## src/sst_defs.svh

```systemverilog
`ifndef SST_DEFS_SVH
`define SST_DEFS_SVH

// ****************************************
// Clock
// ****************************************
`define SST_CLK_MHZ          200
`define SST_CLK_KHZ          200000
`define SST_CLK_NS           5

// ****************************************
// Bus timing
// ****************************************
// clock_low_abort_interval window, ms
`define SST_TMO_MIN_MS       25
`define SST_TMO_MAX_MS       35
// Trip point sits mid-window to absorb clock tolerance
`define SST_TMO_TRIP_MS      ((`SST_TMO_MIN_MS + `SST_TMO_MAX_MS) / 2)
`define SST_TMO_CYC          (`SST_TMO_TRIP_MS * `SST_CLK_KHZ)
// power_up_ready_delay, us
`define SST_INIT_US          500
`define SST_INIT_CYC         (`SST_INIT_US * `SST_CLK_MHZ)
// glitch_reject_width, ns; a level must outlast it by one sample
`define SST_GLITCH_NS        50
`define SST_GLITCH_CYC       (`SST_GLITCH_NS / `SST_CLK_NS + 1)

// ****************************************
// Widths and reset values
// ****************************************
`define SST_TMO_W            23
`define SST_INIT_W           17
`define SST_FLT_W            8
`define SST_LINE_IDLE        1'b1

`endif

```

## src/sst_pkg.sv

```systemverilog
`default_nettype none

package sst_pkg;

    // Interface state, one-hot
    typedef enum logic [2:0] {
        SST_BOOT  = 3'b001,
        SST_IDLE  = 3'b010,
        SST_FRAME = 3'b100
    } sst_state_e;

endpackage : sst_pkg

`default_nettype wire

```

## src/sst_bus_front.sv

```systemverilog
`timescale 1ns/10ps
`default_nettype none
`include "sst_defs.svh"

module sst_bus_front #(
    parameter int unsigned TMO_CYC  = `SST_TMO_CYC,
    parameter int unsigned INIT_CYC = `SST_INIT_CYC
) (
    // System
    input  wire logic       clk,
    input  wire logic       srst,
    // Bus pins
    input  wire logic       scl_in,
    input  wire logic       sda_in,
    output logic            sda_out,
    output logic            sda_oe_n,
    // User side
    input  wire logic       drive_low,
    output logic            ready,
    output logic            frame_active,
    output logic            start_seen,
    output logic            stop_seen,
    output logic            scl_fell,
    output logic            bit_valid,
    output logic            bit_data,
    output logic            byte_valid,
    output logic [7:0]      rx_byte,
    output logic            ack_slot,
    output logic            timeout
);

    // ****************************************
    // Filtered lines and edges
    // ****************************************
    logic                   scl_f;
    logic                   sda_f;
    logic                   scl_d;
    logic                   sda_d;
    sst_pkg::sst_state_e    state;
    logic [`SST_TMO_W-1:0]  tmo_cnt;
    logic [`SST_INIT_W-1:0] init_cnt;
    logic [3:0]             bit_idx;
    logic                   start_ev;
    logic                   stop_ev;
    logic                   scl_rise;
    logic                   scl_fall;
    logic                   tmo_hit;
    logic                   in_frame;

    // Filter delay of ~65 ns keeps data-out hold under fast-plus limit
    sst_glitch_filter #(.LIM(`SST_GLITCH_CYC)) u_scl_flt (
        .clk   (clk),
        .srst  (srst),
        .pin   (scl_in),
        .level (scl_f)
    );

    sst_glitch_filter #(.LIM(`SST_GLITCH_CYC)) u_sda_flt (
        .clk   (clk),
        .srst  (srst),
        .pin   (sda_in),
        .level (sda_f)
    );

    always_ff @(posedge clk) begin
        if (srst) begin
            scl_d <= `SST_LINE_IDLE;
            sda_d <= `SST_LINE_IDLE;
        end else begin
            scl_d <= scl_f;
            sda_d <= sda_f;
        end
    end

    assign start_ev = scl_f && scl_d && sda_d && !sda_f;
    assign stop_ev  = scl_f && scl_d && !sda_d && sda_f;
    assign scl_rise = scl_f && !scl_d;
    assign scl_fall = !scl_f && scl_d;
    assign in_frame = (state == sst_pkg::SST_FRAME);
    assign tmo_hit  = in_frame && !scl_f
                      && (tmo_cnt == `SST_TMO_W'(TMO_CYC - 1));

    // ****************************************
    // Interface state
    // ****************************************
    always_ff @(posedge clk) begin
        if (srst) begin
            state <= sst_pkg::SST_BOOT;
        end else begin
            case (state)
                sst_pkg::SST_BOOT: begin
                    if (init_cnt == `SST_INIT_W'(INIT_CYC - 1)) begin
                        state <= sst_pkg::SST_IDLE;
                    end
                end
                sst_pkg::SST_IDLE: begin
                    if (start_ev) begin
                        state <= sst_pkg::SST_FRAME;
                    end
                end
                sst_pkg::SST_FRAME: begin
                    if (stop_ev || tmo_hit) begin
                        state <= sst_pkg::SST_IDLE;
                    end
                end
                default: begin
                    state <= sst_pkg::SST_IDLE;
                end
            endcase
        end
    end

    // Power-up delay; starts before it ends are ignored
    always_ff @(posedge clk) begin
        if (srst) begin
            init_cnt <= '0;
            ready    <= 1'b0;
        end else if (state == sst_pkg::SST_BOOT) begin
            init_cnt <= init_cnt + `SST_INIT_W'(1);
            if (init_cnt == `SST_INIT_W'(INIT_CYC - 1)) begin
                ready <= 1'b1;
            end
        end
    end

    // ****************************************
    // Clock-low timeout
    // ****************************************
    // Runs on clk, so a stopped bus clock is still measured
    always_ff @(posedge clk) begin
        if (srst) begin
            tmo_cnt <= '0;
        end else if (!in_frame || scl_f || tmo_hit || start_ev) begin
            tmo_cnt <= '0;
        end else begin
            tmo_cnt <= tmo_cnt + `SST_TMO_W'(1);
        end
    end

    // ****************************************
    // Frame events and bit capture
    // ****************************************
    always_ff @(posedge clk) begin
        if (srst) begin
            frame_active <= 1'b0;
            start_seen   <= 1'b0;
            stop_seen    <= 1'b0;
            timeout      <= 1'b0;
            scl_fell     <= 1'b0;
        end else begin
            start_seen <= (state != sst_pkg::SST_BOOT) && start_ev;
            stop_seen  <= in_frame && stop_ev;
            timeout    <= tmo_hit;
            scl_fell   <= in_frame && scl_fall;
            if (state == sst_pkg::SST_IDLE && start_ev) begin
                frame_active <= 1'b1;
            end else if (in_frame && (stop_ev || tmo_hit)) begin
                frame_active <= 1'b0;
            end
        end
    end

    always_ff @(posedge clk) begin
        if (srst) begin
            bit_idx    <= '0;
            bit_valid  <= 1'b0;
            bit_data   <= 1'b0;
            byte_valid <= 1'b0;
            rx_byte    <= '0;
            ack_slot   <= 1'b0;
        end else begin
            bit_valid  <= 1'b0;
            byte_valid <= 1'b0;
            if (!in_frame || start_ev || tmo_hit) begin
                bit_idx  <= '0;
                ack_slot <= 1'b0;
            end else if (scl_rise) begin
                bit_valid <= 1'b1;
                bit_data  <= sda_f;
                ack_slot  <= (bit_idx == 4'h7);
                if (bit_idx == 4'h8) begin
                    bit_idx <= '0;
                end else begin
                    bit_idx <= bit_idx + 4'h1;
                    rx_byte <= {rx_byte[6:0], sda_f};
                    byte_valid <= (bit_idx == 4'h7);
                end
            end
        end
    end

    // ****************************************
    // Open-drain data output
    // ****************************************
    always_ff @(posedge clk) begin
        if (srst) begin
            sda_out  <= 1'b0;
            sda_oe_n <= 1'b1;
        end else begin
            sda_out  <= 1'b0;
            sda_oe_n <= !(in_frame && drive_low && !tmo_hit && !stop_ev);
        end
    end

    // ****************************************
    // Checks
    // ****************************************
    logic [`SST_TMO_W:0] low_run;

    always_ff @(posedge clk) begin
        if (srst || scl_f) begin
            low_run <= '0;
        end else if (!low_run[`SST_TMO_W]) begin
            low_run <= low_run + (`SST_TMO_W+1)'(1);
        end
    end
endmodule : sst_bus_front
`default_nettype wire

```

## src/sst_glitch_filter.sv

```systemverilog
`timescale 1ns/10ps
`default_nettype none
`include "sst_defs.svh"

module sst_glitch_filter #(
    parameter int unsigned LIM = `SST_GLITCH_CYC
) (
    // System
    input  wire logic clk,
    input  wire logic srst,
    // Pin and filtered level
    input  wire logic pin,
    output logic      level
);

    logic                  s1;
    logic                  s2;
    logic [`SST_FLT_W-1:0] cnt;

    always_ff @(posedge clk) begin
        if (srst) begin
            s1 <= `SST_LINE_IDLE;
            s2 <= `SST_LINE_IDLE;
        end else begin
            s1 <= pin;
            s2 <= s1;
        end
    end

    // Level follows only after LIM agreeing samples
    always_ff @(posedge clk) begin
        if (srst) begin
            cnt   <= '0;
            level <= `SST_LINE_IDLE;
        end else if (s2 == level) begin
            cnt <= '0;
        end else if (cnt == `SST_FLT_W'(LIM - 1)) begin
            cnt   <= '0;
            level <= s2;
        end else begin
            cnt <= cnt + `SST_FLT_W'(1);
        end
    end
endmodule : sst_glitch_filter
`default_nettype wire

```

## config.mk

```make
export PLATFORM = sky130hd
export DESIGN_NAME = sst_bus_front
export DESIGN_NICKNAME = d
export VERILOG_FILES = /design/src/sst_pkg.sv /design/src/sst_bus_front.sv /design/src/sst_glitch_filter.sv
export VERILOG_INCLUDE_DIRS = /design/src /design/src/src
export SDC_FILE = /design/constraint.sdc
export NUM_CORES = 1
export LEC_CHECK = 0
export BUFFER_PORTS_ARGS = -buffer_cell sky130_fd_sc_hd__buf_2
export CAP_MARGIN = 20
export CORE_UTILIZATION = 60
export DETAILED_ROUTE_END_ITERATION = 7
export HOLD_SLACK_MARGIN = 0.15
export PLACE_DENSITY = 0.79
export SKIP_LAST_GASP = 1
export SLEW_MARGIN = 20
export SYNTH_ARGS = -nofsm -noshare
export SYNTH_HDL_FRONTEND = slang
export SYNTH_HIERARCHICAL = 1
export SYNTH_SLANG_ARGS = --single-unit
```

## constraint.sdc

```tcl
create_clock -name clk -period 3.2 [get_ports clk]
set_input_delay 0.32 -clock clk [delete_from_list [all_inputs] [get_ports clk]]
set_output_delay 0.32 -clock clk [all_outputs]
set_load 0.03 [all_outputs]
```

==> flow_metrics.env <==
export IMPL_antenna_found_initial=0
export IMPL_worst_hold_slack_ns=0.265
export IMPL_timing_final_crit_share_pct=74.3
export IMPL_critPathSlowestCell="or4_2"
export IMPL_post_route_util_pct=69.7
export IMPL_grt_start_max_net_pins=35
export IMPL_path_clk_slew_ns=0.09
export IMPL_tns_ns=0
export IMPL_whs_path_depth=2
export IMPL_hold_viol=0
export IMPL_clock_latency_ns=0.36
export IMPL_max_slew_margin_rel_pct=38.6
export IMPL_crit_arrival_ns=2.61
export IMPL_worstPathCellList="or4_2 -> or4_1 -> nand2_1 -> nor2_1"
export IMPL_grt_pass1_wl_um=11200
export IMPL_fmax_mhz=421
export IMPL_layout_nets=457
export IMPL_rows=28
export IMPL_dieArea_mm2=0.00662
export IMPL_drt_initial_drc_count=142
export IMPL_dp_slack_ns=0.832
export IMPL_hold_start="srst"
export IMPL_gp_congestion=0.816
export IMPL_seq_area_frac_synth_pct=47.7
export IMPL_power_density_mw_per_mm2=472
export IMPL_post_cts_setup_buffer_count=0
export IMPL_die_x_um=81.4
export IMPL_holdPathEnd="state[2]"
export IMPL_multi_input_area_mm2=0.00188
export IMPL_numCtsBuffers=9
export IMPL_slew_viol_final=0
export IMPL_dp_cells=505
export IMPL_cts_sinks=90
export IMPL_regArea_mm2=0.00180
export IMPL_final_common_cell="dfxtp_1"
export IMPL_timing_rr_end="tmo_cnt[16]"
export IMPL_endpoint_kind="flip-flop"
export IMPL_tightest_slew_ns=0.913
export IMPL_setup_slack_ns=0.823
export IMPL_drc=0
export IMPL_timing_rr_start="tmo_cnt[14]"
export IMPL_p_leak_uw=0.00148
export IMPL_first_global_vias=2690
export IMPL_async_reset_ff_share_pct=0
export IMPL_layout_drive_gt1_share_pct=14.7
export IMPL_start_kind="flip-flop"
export IMPL_n_antenna_cell=0
export IMPL_cts_tree="yes"
export IMPL_stdcell_count=524
export IMPL_hold_class="primary input to flip-flop"
export IMPL_overflow=0
export IMPL_via_per_inst=5.55
export IMPL_synth_top_area_share_pct=47.7
export IMPL_ys_warnings_count=6
export IMPL_die_y_um=81.4
export IMPL_peakVddDrop_uv=283
export IMPL_synth_edf_count=0
export IMPL_crit_type="flip-flop to flip-flop"
export IMPL_layout_common_cells="dfxtp_1, nor2_1, nand3_1"
export IMPL_n_fill_cell=479
export IMPL_skew_ns=0.0117
export IMPL_ant_nets=0
export IMPL_drt_pre_antenna_iters=4
export IMPL_portBuffers=23
export IMPL_dpl_hpwl_um=4760
export IMPL_synthTopCellsByArea="dfxtp_1, xor2_1, nor2_1, nand3_1, nand2_1"
export IMPL_required_ns=3.43
export IMPL_syn_cell_area_mm2=0.00378
export IMPL_cts_buffer_depth=2
export IMPL_grtUsageTotal_pct=22.1
export IMPL_grt_setup_unrepaired="false"
export IMPL_synth_fp_nets=431
export IMPL_initial_utilization_pct=63.1
export IMPL_slowest_delay_ns=0.66
export IMPL_avgSynthCellArea_um2=9.05
export IMPL_status="finished clean"
export IMPL_wirelength_um=6780
export IMPL_syn_inst=418
export IMPL_routedWlPerCell_um=12.9
export IMPL_ys_flop_type="dfxtp_1"
export IMPL_cts_max_level=3
export IMPL_cap_violations=0
export IMPL_period_minus_slack_ns=2.38
export IMPL_via_count=2910
export IMPL_setup_viol=0
export IMPL_num_io_pins=25
export IMPL_cts_root_buf="clkbuf_8"
export IMPL_syn_to_final_growth_pct=10.4
export IMPL_r2r_cells=4
export IMPL_core_mm2=0.00599
export IMPL_rrSetupSlack_ns=0.82
export IMPL_synth_seq_cells=90
export IMPL_ys_types=53
export IMPL_cp_max_fo=20
export IMPL_yosysTopAreaCell="dfxtp_1"
[kinds of logic (layout without fill, tap and decap cells)]
group	after synthesis	in the layout	share of synthesized area, %
adders and majority gates	8	8	2.65
muxes	2	2	0.529
and+or+nand+nor	210	210	29.3
other	1	1	0.0992
buffers and inverters	22	53	2.55
xor gates and xnor gates	44	44	10.2
DFF	90	90	47.7
AOI/OAI and AO/OA	41	41	7.05
[per-stage QoR]
| step | total power (uW) | cell area, um^2 |
|---|---|---|
| after detailed placement | 1220 | 3940 |
| after global routing | 2050 | 4180 |
| after global placement | 1220 | 3940 |
| final | 1970 | 4180 |
| after CTS | 1990 | 4180 |
| after floorplan | 1210 | 3780 |
[synth_stat cells, types with 2 or more instances]
| library cell | number |
|---|---|
| nor2_2 | 2 |
| nand3_1 | 37 |
| a21oi_1 | 18 |
| clkbuf_1 | 8 |
| a21oi_2 | 3 |
| buf_2 | 2 |
| o21ai_0 | 9 |
| dfxtp_1 | 90 |
| or4_1 | 2 |
| and3_2 | 2 |
| xnor2_1 | 12 |
| and4_1 | 4 |
| nor3_1 | 9 |
| and3_1 | 6 |
| or3_1 | 7 |
| inv_1 | 9 |
| nor4b_1 | 3 |
| nor4_1 | 3 |
| nand2_1 | 36 |
| xor2_1 | 32 |
| nor2b_1 | 4 |
| or2_2 | 8 |
| mux2i_1 | 2 |
| and2_1 | 3 |
| ha_1 | 8 |
| nand2b_1 | 2 |
| nand4_1 | 13 |
| nand4b_1 | 3 |
| buf_4 | 3 |
| nor2_1 | 55 |
[how the worst max path moves through the flow]
| stage | to | depth (start not counted) | from |
|---|---|---|---|
| finish | tmo_cnt[16] | 4 | tmo_cnt[14] |
| global route | tmo_cnt[17] | 4 | tmo_cnt[14] |
| CTS | tmo_cnt[17] | 4 | tmo_cnt[14] |
| detailed placement | tmo_cnt[11] | 4 | tmo_cnt[14] |
| global placement | tmo_cnt[10] | 4 | tmo_cnt[14] |
| floorplan | frame_active | 6 | tmo_cnt[14] |
[what timing repair did]
item,CTS,global route
setup endpoints to repair,0,0
hold buffers,3,0
gates resized for setup,0,0
endpoints found under the hold margin,3,0
[flip-flops by register name (all words and copies together), names as in the netlist, 3 cells and up]
| register | count |
|---|---|
| u_sda_flt/cnt | 8 |
| bit_idx | 4 |
| tmo_cnt | 23 |
| state | 3 |
| rx_byte | 8 |
| init_cnt | 17 |
| u_scl_flt/cnt | 8 |
[area by class of cell]
class | instances | share of cell area [%]
inverters | 9 | 0.809
clock buffers | 10 | 3.30
clock inverters | 6 | 1.56
multi-input cells | 306 | 45.1
well taps | 75 | 2.25
flip-flops and latches | 90 | 43.2
repair buffers | 28 | 3.84
[layer usage]
metal  up-vias  part of all wire (%)  GRT usage, %
met2        51                    48          37.4
met1      1361                    47          26.4
met5         -                     0             0
met4         0                   1.2          9.11
met3         6                   3.6          5.73
li1       1492                     -             -
[worst max-delay path, delay by kind of cell, from the launching register on]
family	cells	cell delay, ns
and+or+nand+nor	4	1.86
DFF	1	0.37
[power breakdown]
group	switching, uW	internal [uW]
clock network	389	383
registers	12.2	1130
logic	30.5	24.5
total	432	1540
Note: power is estimated with default switching activity, not from simulation.
